**config.mk**
```make
export PLATFORM = sky130hd
export DESIGN_NAME = iph_handler
export DESIGN_NICKNAME = d
export VERILOG_FILES = /design/src/iph_pkg.sv /design/src/iph_handler.sv
export SDC_FILE = /design/constraint.sdc
export NUM_CORES = 1
export LEC_CHECK = 0
export BUFFER_PORTS_ARGS = -buffer_cell sky130_fd_sc_hd__buf_2
export CAP_MARGIN = 20
export CORE_AREA = 2 2 101 103
export CTS_CLUSTER_DIAMETER = 100
export DETAILED_ROUTE_END_ITERATION = 8
export DIE_AREA = 0 0 103 105
export PLACE_DENSITY_LB_ADDON = 0.15
export SETUP_SLACK_MARGIN = 0.2
export SLEW_MARGIN = 20
export SYNTH_ARGS = -nofsm -noshare
export SYNTH_HDL_FRONTEND = slang
export SYNTH_SLANG_ARGS = --single-unit
```
**constraint.sdc**
```tcl
create_clock -name CORE_CLK_I -period 2.15 [get_ports CORE_CLK_I]
set_clock_uncertainty 0.2 [all_clocks]
set_input_delay 0.215 -clock CORE_CLK_I [delete_from_list [all_inputs] [get_ports CORE_CLK_I]]
set_output_delay 0.215 -clock CORE_CLK_I [all_outputs]
set_load 0.02 [all_outputs]
```
**src/iph_pkg.sv**
```systemverilog
// Constants, types and state record of the interrupt priority handler
//------------------------------------------------------------------------------
// Summary of operation
// - Each source has a two-bit level, high bank bit over low bank bit, 00 lowest.
// - A running service is preempted only by a strictly higher level request.
// - Simultaneous requests of different levels: the higher level is served first.
// - Equal-level pending requests are resolved by a fixed polling order.
// - All flags are sampled and polled every machine cycle on the rising edge.
// - No hardware call while an equal or higher level service is in progress.
// - The hardware call is inserted only in the final cycle of an instruction.
// - After a return-from-interrupt, one more non-return instruction runs first.
// - A request whose flag has dropped when blocking ends is not served.
// - Vectoring pushes the program counter, loads the vector, does not save status.
// - Return-from-interrupt clears the current level's in-progress mark.
// - An ordinary return leaves the in-progress mark set.
// - The call lasts seven cycles and starts at least three cycles after request.
// - Final-cycle or return blocking adds eight cycles; longest instruction twenty.
// - Single-source response is at least three and below thirty-seven cycles.
// - Trigger select 0 requests on low level, 1 sets the flag on high-then-low.
// - Pins are sampled once per machine cycle; levels must last one cycle.
// - An edge-triggered flag clears automatically when its routine is vectored.
// - A level request still low after service raises another interrupt.
// - In level mode the external flag tracks the pin, no software clearing.
// - An enabled external interrupt wakes the device from idle or power-down.
// - Requests pass only while the global enable is set.
// - Third external input: 00 low, 01 falling, 10 rising, 11 both edges.
//------------------------------------------------------------------------------
package iph_pkg;

  localparam int NSRC = 12;

  // Register map
  localparam logic [7:0] ADDR_PRIO_HI0 = 8'hb4;
  localparam logic [7:0] ADDR_PRIO_HI1 = 8'hb5;
  localparam logic [7:0] ADDR_PRIO_LO0 = 8'hb8;
  localparam logic [7:0] ADDR_PRIO_LO1 = 8'hb9;
  localparam logic [7:0] ADDR_EXT_CTRL = 8'hc0;
  localparam logic [7:0] ADDR_EXT_FLAG = 8'hc1;
  localparam logic [7:0] ADDR_ACTIVE   = 8'hc2;
  localparam logic [7:0] BANK0_MASK    = 8'h7f;
  localparam logic [7:0] BANK1_MASK    = 8'hb6;

  // External trigger codes and control field positions
  localparam logic [1:0] TRIG_LOW  = 2'h0;
  localparam logic [1:0] TRIG_FALL = 2'h1;
  localparam logic [1:0] TRIG_RISE = 2'h2;
  localparam logic [1:0] TRIG_BOTH = 2'h3;
  localparam int         IT0_BIT   = 0;
  localparam int         IT1_BIT   = 1;
  localparam int         IT2_LSB   = 2;

  // Per-source tables, index order is the polling order
  localparam logic [3:0]  EXT_SRC   [3]    = '{4'h0, 4'h2, 4'h8};
  localparam logic        PRIO_BANK [NSRC] = '{1'b0, 1'b0, 1'b0, 1'b0, 1'b0, 1'b0, 1'b0,
                                              1'b1, 1'b1, 1'b1, 1'b1, 1'b1};
  localparam logic [2:0]  PRIO_BIT  [NSRC] = '{3'h0, 3'h1, 3'h2, 3'h3, 3'h4, 3'h5, 3'h6,
                                              3'h1, 3'h2, 3'h4, 3'h5, 3'h7};
  localparam logic [15:0] VEC       [NSRC] = '{16'h0003, 16'h000b, 16'h0013, 16'h001b,
                                              16'h0023, 16'h002b, 16'h0033, 16'h0043,
                                              16'h004b, 16'h005b, 16'h0063, 16'h0073};

  // Timing, one machine cycle per clock
  localparam int         CLK_PERIOD_NS = 10;
  localparam int         MC_NS         = 10;
  localparam int         CALL_MC       = 7;
  localparam logic [2:0] CALL_CYCLES   = 3'(CALL_MC * MC_NS / CLK_PERIOD_NS);

  typedef enum logic [1:0] {IPH_IDLE = 2'b01, IPH_CALL = 2'b10} iph_state_t;

  typedef struct packed {
    logic [7:0] addr;
    logic [7:0] wdata;
    logic       wr;
    logic       rd;
  } iph_bus_t;

  typedef struct packed {
    logic last_cycle;
    logic reti;
  } iph_cpu_t;

  typedef struct packed {
    iph_state_t  state;
    logic [2:0]  cnt;
    logic [7:0]  prio_hi0;
    logic [7:0]  prio_hi1;
    logic [7:0]  prio_lo0;
    logic [7:0]  prio_lo1;
    logic [3:0]  ext_ctrl;
    logic [2:0]  pin_prev;
    logic [2:0]  ext_flag;
    logic        poll_valid;
    logic [3:0]  poll_sel;
    logic [1:0]  poll_lvl;
    logic [3:0]  active;
    logic        reti_block;
    logic [15:0] vector;
    logic [11:0] ack;
    logic        call_start;
    logic [7:0]  rdata;
    logic        wake;
  } iph_regs_t;

endpackage

```
**src/iph_handler.sv**
```systemverilog
// Interrupt priority handler: flags, arbitration, hardware call and return
//
// The strobed register port is this design's own decision.
`timescale 1ns/1ns
module iph_handler
(
  input  wire logic             CORE_CLK_I,
  input  wire logic             ARST_N_I,
  input  wire iph_pkg::iph_bus_t BUS_I,
  output logic [7:0]            RDATA_O,
  input  wire iph_pkg::iph_cpu_t CPU_I,
  input  wire logic             GLOBAL_EN_I,
  input  wire logic [11:0]      SRC_EN_I,
  input  wire logic [8:0]       PERIPH_FLAG_I,
  input  wire logic [2:0]       EXT_PIN_I,
  input  wire logic             IDLE_I,
  input  wire logic             PDOWN_I,
  output logic                  CALL_START_O,
  output logic                  CALL_BUSY_O,
  output logic [15:0]           VECTOR_O,
  output logic [11:0]           ACK_O,
  output logic [3:0]            ACTIVE_O,
  output logic [2:0]            EXT_FLAG_O,
  output logic                  WAKE_O
);
  import iph_pkg::*;

  //----------------------------------------------------------------------------
  // Functions
  //----------------------------------------------------------------------------

  // Level of one source from the four priority banks
  function automatic logic [1:0] src_level(input logic [3:0] idx, input logic [7:0] h0,
                                            input logic [7:0] h1, input logic [7:0] l0,
                                            input logic [7:0] l1);
    logic [2:0] b;
    logic       hb;
    logic       lb;
    b  = PRIO_BIT[idx];
    hb = PRIO_BANK[idx] ? h1[b] : h0[b];
    lb = PRIO_BANK[idx] ? l1[b] : l0[b];
    return {hb, lb};
  endfunction

  // Highest level marked in progress, with a presence bit
  function automatic logic [2:0] top_level(input logic [3:0] act);
    logic [2:0] res;
    res = 3'h0;
    for (int i = 0; i < 4; i++)
    begin
      if (act[i])
      begin
        res = {1'b1, 2'(i)};
      end
    end
    return res;
  endfunction

  //----------------------------------------------------------------------------
  // State record and combinational helpers
  //----------------------------------------------------------------------------

  iph_regs_t   r_reg;
  iph_regs_t   r_next;
  logic [11:0] flags;
  logic [11:0] req;
  logic [2:0]  top;
  logic        arb_valid;
  logic [3:0]  arb_sel;
  logic [1:0]  arb_lvl;
  logic        reti_end;
  logic        call_ok;

  // Full flag vector in polling order
  assign flags = {PERIPH_FLAG_I[8:6], r_reg.ext_flag[2], PERIPH_FLAG_I[5:1],
                  r_reg.ext_flag[1], PERIPH_FLAG_I[0], r_reg.ext_flag[0]};
  // Masked by source and global enables
  assign req      = flags & SRC_EN_I & {12{GLOBAL_EN_I}};
  assign top      = top_level(r_reg.active);
  assign reti_end = CPU_I.last_cycle & CPU_I.reti;

  // Arbitration: highest level, then lowest polling rank
  always_comb
  begin
    arb_valid = 1'b0;
    arb_sel   = 4'h0;
    arb_lvl   = 2'h0;
    for (int lv = 0; lv < 4; lv++)
    begin
      for (int i = NSRC - 1; i >= 0; i--)
      begin
        if (req[i] && src_level(4'(i), r_reg.prio_hi0, r_reg.prio_hi1, r_reg.prio_lo0,
                                r_reg.prio_lo1) == 2'(lv) && (!top[2] || 2'(lv) > top[1:0]))
        begin
          arb_valid = 1'b1;
          arb_sel   = 4'(i);
          arb_lvl   = 2'(lv);
        end
      end
    end
  end

  // Call allowed only at an instruction end and not right after a return
  assign call_ok = (r_reg.state == IPH_IDLE) && r_reg.poll_valid && CPU_I.last_cycle &&
                   !CPU_I.reti && !r_reg.reti_block;

  //----------------------------------------------------------------------------
  // Next-state logic
  //----------------------------------------------------------------------------

  always_comb
  begin
    logic [1:0] trig;
    logic       pin;
    logic       prev;
    logic       evt;
    logic       clr;
    r_next            = r_reg;
    trig              = TRIG_LOW;
    pin               = 1'b1;
    prev              = 1'b1;
    evt               = 1'b0;
    clr               = 1'b0;
    r_next.call_start = 1'b0;
    r_next.ack        = 12'h000;
    r_next.rdata      = 8'h00;

    // Poll the currently valid requests every cycle
    r_next.poll_valid = arb_valid;
    r_next.poll_sel   = arb_sel;
    r_next.poll_lvl   = arb_lvl;

    // Call sequencer
    unique case (r_reg.state)
      IPH_IDLE:
      begin
        if (call_ok)
        begin
          r_next.state                   = IPH_CALL;
          r_next.cnt                     = CALL_CYCLES - 3'h1;
          r_next.call_start              = 1'b1;
          r_next.vector                  = VEC[r_reg.poll_sel];
          r_next.ack[r_reg.poll_sel]     = 1'b1;
          r_next.active[r_reg.poll_lvl]  = 1'b1;
        end
      end
      IPH_CALL:
      begin
        r_next.cnt = r_reg.cnt - 3'h1;
        if (r_reg.cnt == 3'h0)
        begin
          r_next.state = IPH_IDLE;
        end
      end
    endcase

    // Return blocking: one more ordinary instruction must complete
    if (reti_end)
    begin
      r_next.reti_block = 1'b1;
    end
    else if (CPU_I.last_cycle)
    begin
      r_next.reti_block = 1'b0;
    end

    // Only a return-from-interrupt clears the top in-progress level
    if (reti_end && top[2])
    begin
      r_next.active[top[1:0]] = 1'b0;
    end

    // External pins, sampled once per cycle
    r_next.pin_prev = EXT_PIN_I;
    for (int k = 0; k < 3; k++)
    begin
      pin  = EXT_PIN_I[k];
      prev = r_reg.pin_prev[k];
      if (k == 2)
      begin
        trig = r_reg.ext_ctrl[IT2_LSB +: 2];
      end
      else
      begin
        trig = r_reg.ext_ctrl[k] ? TRIG_FALL : TRIG_LOW;
      end
      evt = ((trig == TRIG_FALL) && prev && !pin) ||
            ((trig == TRIG_RISE) && !prev && pin) ||
            ((trig == TRIG_BOTH) && (prev != pin));
      clr = r_next.ack[EXT_SRC[k]] ||
            (BUS_I.wr && (BUS_I.addr == ADDR_EXT_FLAG) && BUS_I.wdata[k]);
      if (trig == TRIG_LOW)
      begin
        r_next.ext_flag[k] = !pin;
      end
      else
      begin
        r_next.ext_flag[k] = (r_reg.ext_flag[k] && !clr) || evt;
      end
    end

    // Wake from low-power modes on an enabled external request
    r_next.wake = (IDLE_I || PDOWN_I) &&
                  |(r_reg.ext_flag & {SRC_EN_I[EXT_SRC[2]], SRC_EN_I[EXT_SRC[1]],
                                      SRC_EN_I[EXT_SRC[0]]});

    // Register writes
    if (BUS_I.wr)
    begin
      unique case (BUS_I.addr)
        ADDR_PRIO_HI0: r_next.prio_hi0 = BUS_I.wdata & BANK0_MASK;
        ADDR_PRIO_HI1: r_next.prio_hi1 = BUS_I.wdata & BANK1_MASK;
        ADDR_PRIO_LO0: r_next.prio_lo0 = BUS_I.wdata & BANK0_MASK;
        ADDR_PRIO_LO1: r_next.prio_lo1 = BUS_I.wdata & BANK1_MASK;
        ADDR_EXT_CTRL: r_next.ext_ctrl = BUS_I.wdata[3:0];
        default:       r_next.ext_ctrl = r_next.ext_ctrl;
      endcase
    end

    // Register reads, data in the following cycle only
    if (BUS_I.rd)
    begin
      unique case (BUS_I.addr)
        ADDR_PRIO_HI0: r_next.rdata = r_reg.prio_hi0;
        ADDR_PRIO_HI1: r_next.rdata = r_reg.prio_hi1;
        ADDR_PRIO_LO0: r_next.rdata = r_reg.prio_lo0;
        ADDR_PRIO_LO1: r_next.rdata = r_reg.prio_lo1;
        ADDR_EXT_CTRL: r_next.rdata = {4'h0, r_reg.ext_ctrl};
        ADDR_EXT_FLAG: r_next.rdata = {5'h00, r_reg.ext_flag};
        ADDR_ACTIVE:   r_next.rdata = {4'h0, r_reg.active};
        default:       r_next.rdata = 8'h00;
      endcase
    end
  end

  //----------------------------------------------------------------------------
  // State register
  //----------------------------------------------------------------------------

  always_ff @(posedge CORE_CLK_I or negedge ARST_N_I)
  begin
    if (!ARST_N_I)
    begin
      r_reg            <= '0;
      r_reg.state      <= IPH_IDLE;
      r_reg.pin_prev   <= 3'h7;
    end
    else
    begin
      r_reg <= r_next;
    end
  end

  // Outputs
  assign RDATA_O      = r_reg.rdata;
  assign CALL_START_O = r_reg.call_start;
  assign CALL_BUSY_O  = (r_reg.state == IPH_CALL);
  assign VECTOR_O     = r_reg.vector;
  assign ACK_O        = r_reg.ack;
  assign ACTIVE_O     = r_reg.active;
  assign EXT_FLAG_O   = r_reg.ext_flag;
  assign WAKE_O       = r_reg.wake;
endmodule

```
==> impl_metrics.ini, run 1 <==
[clock_tree]
root_buffer = clkbuf_8
clk_latency_ns = 0.37
htreeDepth = 3
cts_sinks = 78
cts_tree = done
cts_buffers = 9
clk_path_buf_depth = 2
path_clk_slew_ns = 0.08

[pwr]
sw_frac_of_total = 0.3168
pwr_density_cell_nw_per_um2 = 550.7
combPwrFrac = 0.226
power_leakage_nw = 3.035
peakVddDrop_uv = 372.9
p_int_w = 0.002412
seqPwrFrac = 0.481
p_clk_frac = 0.294
power.switching_w = 0.001118

[route]
wl_um = 14500
ant_nets = 0
via_per_inst = 5.596
drt_iter0_drc = 312
avgRoutedWirePerCell_um = 18.24
num_vias = 4449
drc = 0
drtPass1Iterations = 5

[critical_path]
reg2reg_slack_ns = -0.07
crit_type = reg2reg
cp_cell_sequence = nor4_4 > o21ai_0 > a21oi_1 > nand3_1 > o211ai_1 > a2111oi_2 > nor3_1
worstPathRequired_ns = 2.23
slowest_stage = dfrtp_2
critPathMaxStageDelay_ns = 0.45
startpoint_type = flip-flop
cp.arrival_ns = 2.30
path_max_fanout = 4
r2r-end = r_reg[45]
end_kind = flip-flop
cp_top_family = compound AO/OA/AOI/OAI gates
r2r_start = ACTIVE_O[2]
critPathLaunch = ACTIVE_O[2]
endpoint = r_reg[45]
cp_num_buf_inv = 0
reg2regPathDepth = 7
cp.depth = 7

[timing]
slew_violations = 0
fin_crit_ns = 2.219
finalHoldViolCount = 0
final-setup-viol-count = 1
fin_setup_tns_ns = -0.06890
fmax_ghz = 0.4507
rsz0062_at_grt = yes
tightestPinTransition_ns = 0.7518
period_share = 1.032
fin_ws_ns = -0.06890
max-slew-margin-rel = 0.4955

[placed_design]
place_area_um2 = 5583
gp_congestion = 0.9218
dp_hpwl_um = 11060
portBuffers = 84
post-place-cells = 747
dpl_worst_slack_ns = -0.1570

[die]
core-area_um2 = 9639
dieArea_um2 = 10820
ios = 95
initial_core_util = 0.4912
die_x_um = 103
floorplan.die.height_um = 105
row_count = 36

[synth]
ys_seq_area_frac = 0.4133
synth_seq_cells = 78
syn_inst = 499
avgSynthCellArea_um2 = 9.488
synth-edff-count = 0
ys_warn_count = 0
yosys_most_used_dff = dfrtp_1
netlist_area_um2 = 4735
async_flop_share = 1.000
synth_cell_type_count = 69

[layout]
area_growth_pct = 35.39
drive_gt1_frac = 0.4532
antenna_cells = 0
final_nets = 708
stdcell_area_um2 = 6410
fin_cells = 795
largest_register_ffs = 44
fillers = 826

[global_route]
grt.total_usage = 0.2723
grt_max_degree = 38
grt_pass1_wl_um = 22350
antenna_found_initial = 0
grt_overflow_total = 0
grt_pass1_vias = 4296

[job]
maxCapViolCount = 0

[outcome]
status = finished with violations
violations = negative setup slack

[hold_path]
worstHoldPathType = in2reg
holdCritStartpoint = CPU_I[0]
## metal layers
layer	GRT usage	share of wire	routed length, um
met1	0.3607	0.44	6405
met3	0.02876	0.034	495
met5	0	0	0
met2	0.4545	0.50	7260
met4	0.09962	0.024	343
## cell families after synthesis
family                   Yosys count  synth area share
flip-flops                        78            0.4133
multiplexers                      29           0.06897
AO/OA/AOI/OAI                    123            0.1789
other                              1         0.0007921
AND/OR/NAND/NOR                  193            0.2360
buffers and inverters             73           0.09672
adder cells (fa/ha/maj)            2          0.005285
## stage by stage
step / util / total power [W] / hold WS (ns)
CTS: 0.6524 / 0.003523 / 0.01319
global route: 0.6650 / 0.003719 / 0.02794
detailed placement: 0.5792 / 0.002423 / 0.003957
global placement: 0.5792 / 0.002390 / -0.0005678
finish: 0.6650 / 0.003530 / 0.01944
floorplan: - / 0.002153 / -0.2806
## tightest hold or removal path: stages
cell and delay (ns):
buf_2 0.10, nand2_1 0.12, o21ai_0 0.11
## synthesized netlist by cell type (all sizes together), types with 11 or more instances
library cell	instances	area [um^2]
a21oi	21	105.1
nand2	40	150.1
inv	16	60.06
buf	48	362.8
nand4b	13	141.4
nor2	34	127.6
dfrtp	74	1852
and3	13	81.33
nand3	19	95.09
o21ai	26	130.1
mux2	29	326.6
a22oi	14	105.1
nand2b	11	68.82
a31oi	11	68.82
nor3	18	100.1
## power groups by stage
stage          clock network (W)  registers [W]  logic (W)
6_report                 0.00104        0.00170   0.000797
5_1_grt                  0.00113        0.00171   0.000872
4_1_cts                  0.00106        0.00169   0.000770
3_5_place_dp                   0        0.00172   0.000702
3_3_place_gp                   0        0.00172   0.000673
2_1_floorplan                  0        0.00168   0.000470
## placed cells by master, fill, tap and decap left out, drive strengths merged, types with 5 or more instances in the layout
| master | n |
|---|---|
| nand2b | 11 |
| o22ai | 5 |
| buf | 179 |
| nand2 | 40 |
| nand3 | 19 |
| clkbuf | 10 |
| mux2 | 29 |
| a31oi | 11 |
| and3 | 13 |
| a21oi | 21 |
| inv | 18 |
| nor4 | 5 |
| dlygate4sd3 | 16 |
| or2 | 6 |
| nand3b | 6 |
| o21ai | 26 |
| nor2 | 34 |
| conb | 10 |
| and4b | 7 |
| nand4b | 13 |
| nor3 | 18 |
| nor2b | 9 |
| dfrtp | 74 |
| a22oi | 14 |
## area by class of cell
type	instances	area, um^2	share of cell area
Inverter	16	60.06	0.009370
Tap cell	133	166.4	0.02596
Clock buffer	10	137.6	0.02147
Timing Repair Buffer	195	1339	0.2089
Multi-Input combinational cell	357	2703	0.4216
Clock inverter	6	43.79	0.006832
Sequential cell	78	1961	0.3059
## what timing repair did
item / 4_1_cts / 5_1_grt
resized for setup: 65 / 19
endpoints found under the setup margin: 8 / 8
pin swaps: 30 / 11
endpoints found under the hold margin: 92 / 0
hold buffers: 16 / 0
setup buffers: 12 / 4
## worst min-delay path by stage
stage / to / depth (start not counted)
after CTS: r_reg[38] / 3
after detailed placement: ACK_O[7] / 1
after global placement: VECTOR_O[5] / 1
final: r_reg[38] / 3
after global routing: r_reg[38] / 3
after floorplan: ACK_O[0] / 0
Note: power is estimated with default switching activity, not from simulation.
==> run 2: changes to the inputs <==
- RECOVER_POWER: unset -> 25
==> run 2 against run 1 <==
The flow still finishes with violations (negative setup slack). Sequential cell count is the same. Register-to-register slack is essentially flat. Via count barely moved. Maximum frequency hardly changed. Clock power is essentially flat. Power down 0.22%. Largest power group unchanged. Highest routed layer unchanged.
==> impl_metrics.ini, run 2 (synthesis results as in run 1) <==
[timing]
timing.hold.ws_ns = 0.01890
slew_violations = 0
max-slew-margin-rel = 0.4152
final-setup-viol-count = 1
fin_setup_tns_ns = -0.06890
rsz0062_at_grt = yes
period_share = 1.032
fmax_ghz = 0.4507
fin_ws_ns = -0.06890
finalHoldViolCount = 0
tightestPinTransition_ns = 0.8772
fin_crit_ns = 2.219

[placed_design]
portBuffers = 84
post-place-cells = 747
gp_congestion = 0.9218
dp_hpwl_um = 11060

[global_route]
antenna_found_initial = 0
grt_pass1_wl_um = 22350
grt_max_degree = 38
grt.total_usage = 0.2723
grt_pass1_vias = 4296
grt_overflow_total = 0

[hold_path]
worstHoldPathType = in2reg
holdCritStartpoint = CPU_I[0]

[pwr]
pwr_density_cell_nw_per_um2 = 551.2
power_leakage_nw = 3.019
peakVddDrop_uv = 372.9

[clock_tree]
cts_buffers = 9
path_clk_slew_ns = 0.08
root_buffer = clkbuf_8
cts_tree = done
htreeDepth = 3
clk_path_buf_depth = 2
clk_latency_ns = 0.37
cts_sinks = 78

[layout]
fin_cells = 795
final_cell_mix = buf_4, buf_2, dfrtp_1
antenna_cells = 0
largest_register_ffs = 44
fin_util = 0.6629
area_growth_pct = 34.96
final_nets = 708
final_common_cell = buf_4
drive_gt1_frac = 0.4471
fillers = 829

[critical_path]
reg2reg_slack_ns = -0.07
startpoint_type = flip-flop
r2r_start = ACTIVE_O[2]
worstPathRequired_ns = 2.23
critPathLaunch = ACTIVE_O[2]
cp.arrival_ns = 2.30
path_max_fanout = 4
end_kind = flip-flop
crit_type = reg2reg

[route]
via_per_inst = 5.594
drt_iter0_drc = 312
wl_um = 14440
drc = 0
ant_nets = 0
drtPass1Iterations = 5
avgRoutedWirePerCell_um = 18.17
num_vias = 4447

[die]
row_count = 36
ios = 95
die_x_um = 103
core-area_um2 = 9639
initial_core_util = 0.4912
dieArea_um2 = 10820
floorplan.die.height_um = 105

[outcome]
violations = negative setup slack
status = finished with violations

[job]
maxCapViolCount = 0
[run 2: cell types whose count changed in the layout (fill, tap and decap cells not counted)]
cell	before	now
clkbuf_1	0	4
clkbuf_4	0	1
buf_4	87	86
clkbuf_2	0	1
buf_2	83	79
buf_12	1	0
[run 2: path summary, 6_finish.rpt]
kind                               end  cells past startpoint
max                          r_reg[45]                      7
min                          r_reg[38]                      3
max reg2reg                  r_reg[45]                      7
min reg2reg                VECTOR_O[5]                      2
max in group asynchronous    r_reg[74]                      3
min in group asynchronous  VECTOR_O[3]                      2
[run 2: layout make-up]
| class | instances | area (um^2) | share of cell area |
|---|---|---|---|
| clock buffer | 10 | 137.6 | 0.02154 |
| clock inverter | 6 | 43.79 | 0.006853 |
| inverter | 16 | 60.06 | 0.009399 |
| multi-input combinational | 357 | 2703 | 0.4229 |
| sequential | 78 | 1961 | 0.3068 |
| tap | 133 | 166.4 | 0.02604 |
| timing repair buffer | 195 | 1319 | 0.2064 |
[run 2: power breakdown]
group / switching (W) / total (W) / internal [W]
combinational: 0.000427 / 0.000791 / 0.000365
clock: 0.000578 / 0.00103 / 0.000456
sequential: 0.000111 / 0.00170 / 0.00159
total: 0.00111 / 0.00352 / 0.00241
[run 2: routing by layer]
layer,vias to the layer above,track usage,part of all wire
met1,2187,0.3607,0.44
met3,25,0.02876,0.034
met5,-,0,0
li1,2116,-,-
met2,119,0.4545,0.50
met4,0,0.09962,0.023
[run 2: timing repair]
action                                 CTS  global route
setup buffers                           12             4
endpoints found under the hold margin   92             0
setup endpoints to repair                8             8
hold buffers                            16             0
resized for setup                       65            19
pin swaps                               30            11
gates cloned                             0             0
[run 2: stage by stage]
| step | setup WS [ns] | instance area [um^2] | power [W] |
|---|---|---|---|
| 6_report | -0.06890 | 6390 | 0.003522 |
| 5_1_grt | -0.1609 | 6390 | 0.003714 |
| 3_5_place_dp | -0.1570 | 5583 | 0.002423 |
| 4_1_cts | -0.02096 | 6289 | 0.003523 |
| 3_3_place_gp | -0.1026 | 5583 | 0.002390 |
| 2_1_floorplan | 0.03685 | 4805 | 0.002153 |
[run 2: worst max-delay path, stage by stage (launching register included)]
cell       delay (ns)
dfrtp_2          0.45
nor4_4           0.40
o21ai_0          0.20
a21oi_1          0.20
nand3_1          0.10
o211ai_1         0.29
a2111oi_2        0.12
nor3_1           0.18
==> run 3: changes to the inputs <==
- ABC_AREA: unset -> 1
- CORE_AREA: 2 2 101 103 -> 2 2 100 102
- DIE_AREA: 0 0 103 105 -> 0 0 102 104
==> run 3 against run 2 <==
The run still ends with negative setup slack left. Critical path depth grew 42. Global-route usage rose by 1.4 points. Die area down 1.9%. Sequential power shrank 2%. Power up 2.7%. Maximum frequency fell by 35%. Synthesized cell count increased by 28%. Critical path type unchanged. Largest power group unchanged.
==> impl_metrics.ini, run 3 <==
[placed_design]
portBuffers = 84
post-place-cells = 938
dp_hpwl_um = 11780
dpl_worst_slack_ns = -1.333
gp_congestion = 0.9986

[synth]
synth-edff-count = 0
yosys.area.top_type = dfrtp_1
netlist_top_cells_count = nand2_1, inv_1, dfrtp_1, nor2_1, o21ai_0
synth_most_common_cell = nand2_1
synth_seq_cells = 78
ys_seq_area_frac = 0.4236
netlist_area_um2 = 4619
synth_cell_type_count = 37
synth_area_leaders = dfrtp_1, nand2_1, inv_1
async_flop_share = 1.000
netlist.area_leader.share = 0.4009
avgSynthCellArea_um2 = 7.240
ys_warn_count = 0
yosys_most_used_dff = dfrtp_1
syn_inst = 638

[global_route]
grt.total_usage = 0.2867
grt_pass1_wl_um = 23650
antenna_found_initial = 0
grt_overflow_total = 0
grt_max_degree = 41
grt_pass1_vias = 4753

[layout]
final_cell_mix = nand2_1, buf_4, inv_1
final_nets = 888
area_growth_pct = 41.98
multi_input_area_um2 = 2231
seqCellArea_um2 = 1957
drive_gt1_frac = 0.3468
largest_register_ffs = 44
fin_cells = 975
antenna_cells = 0
fillers = 837
final_common_cell = nand2_1
fin_util = 0.6868

[clock_tree]
cts_tree = done
htreeDepth = 3
cts_buffers = 9
root_buffer = clkbuf_8
path_clk_slew_ns = 0.09
clk_path_buf_depth = 2
cts_sinks = 78
clk_latency_ns = 0.36

[route]
drc = 0
via_per_inst = 5.084
drt_iter0_drc = 264
wl_um = 14950
drtPass1Iterations = 5
num_vias = 4957
avgRoutedWirePerCell_um = 15.33
ant_nets = 0

[die]
core-area_um2 = 9549
die_x_um = 102
dieArea_um2 = 10610
floorplan.die.height_um = 104
ios = 95
row_count = 36
initial_core_util = 0.4838

[outcome]
violations = negative setup slack
status = finished with violations

[critical_path]
slowest_stage = dfrtp_1
path_max_fanout = 5
cpMostUsedCell = nand2_1
cp_num_buf_inv = 1
worstPathRequired_ns = 2.24
cp.arrival_ns = 3.51
end_kind = flip-flop
cp_top_family = simple AND/OR/NAND/NOR gates
crit_type = reg2reg
startpoint_type = flip-flop
critPathMaxStageDelay_ns = 0.40

[pwr]
power_leakage_nw = 3.342
peakVddDrop_uv = 371.1
pwr_density_cell_nw_per_um2 = 551.8
p_total_w = 0.003619

[timing]
fmax_ghz = 0.2923
final-setup-viol-count = 6
fin_crit_ns = 3.421
max-slew-margin-rel = 0.3985
timing.hold.ws_ns = 0.008111
slew_violations = 0
fin_ws_ns = -1.271
period_share = 1.591
rsz0062_at_grt = yes
finalHoldViolCount = 0
tightestPinTransition_ns = 0.9022

[job]
maxCapViolCount = 0

[hold_path]
worstHoldPathType = in2reg
run 3: changes by cell type in the layout (fill, tap and decap cells not counted), sizes merged, moves of 21 or more:
cell,change
buf,+39
nand2,+115
o21ai,+21
mux2,-28
nor2,+38
inv,+96
run 3: cell type report:
class	instances	share of cell area
well taps	133	0.02537
inverters	111	0.06505
repair buffers	230	0.2428
clock inverters	7	0.009348
multi-input cells	407	0.3401
clock buffers	9	0.01889
flip-flops and latches	78	0.2984
run 3: worst min-delay path, stage by stage:
cell and delay [ns]:
buf_2 0.07, inv_1 0.08, o21ai_0 0.16
run 3: cell families (layout without fill, tap and decap cells):
kind of cell             count (synthesis)  after routing  share of synthesized area
flip-flops                              78             78                     0.4236
buffers and inverters                  163            357                     0.1682
multiplexers                             1              1                   0.002438
AO/OA/AOI/OAI                           87             87                     0.1148
adder cells (fa/ha/maj)                  2              2                   0.005416
AND/OR/NAND/NOR                        306            307                     0.2847
other                                    1             10                  0.0008118
run 3: where the power goes:
group,internal [W],total [W],switching (W)
registers,0.00159,0.00166,0.0000707
clock network,0.000441,0.00106,0.000619
logic,0.000377,0.000897,0.000520
run 3: through the flow:
stage | setup TNS, ns | cell area (um^2)
after global placement | -3.396 | 5894
final | -3.840 | 6559
after global routing | -5.672 | 6559
after floorplan | -1.198 | 4711
after detailed placement | -3.844 | 5894
after CTS | -3.175 | 6332
run 3: worst paths after layout:
path,cells after the start,from,slack [ns],end
max reg2reg,49,ACTIVE_O[3],-1.27,r_reg[45]
max in group asynchronous,3,ARST_N_I,0.28,r_reg[61]
min reg2reg,1,VECTOR_O[5],0.29,VECTOR_O[5]
max,49,ACTIVE_O[3],-1.27,r_reg[45]
min,3,BUS_I[2],0.008,r_reg[68]
min in group asynchronous,2,ARST_N_I,0.31,ACK_O[7]
run 3: layer usage:
layer / track usage / part of all wire / up-vias
met2: 0.4774 / 0.50 / 199
met4: 0.07714 / 0.020 / 0
met1: 0.3852 / 0.41 / 2328
li1: - / - / 2400
met3: 0.04570 / 0.070 / 30
met5: 0 / 0 / -
run 3: repair_timing:
action                     in CTS  in global routing
hold endpoints to repair       59                  0
buffers inserted                1                  6
setup endpoints to repair       7                  9
hold buffers                   13                  0
gates cloned                    1                  0
pin swaps                       2                 13
resized for setup              20                 48
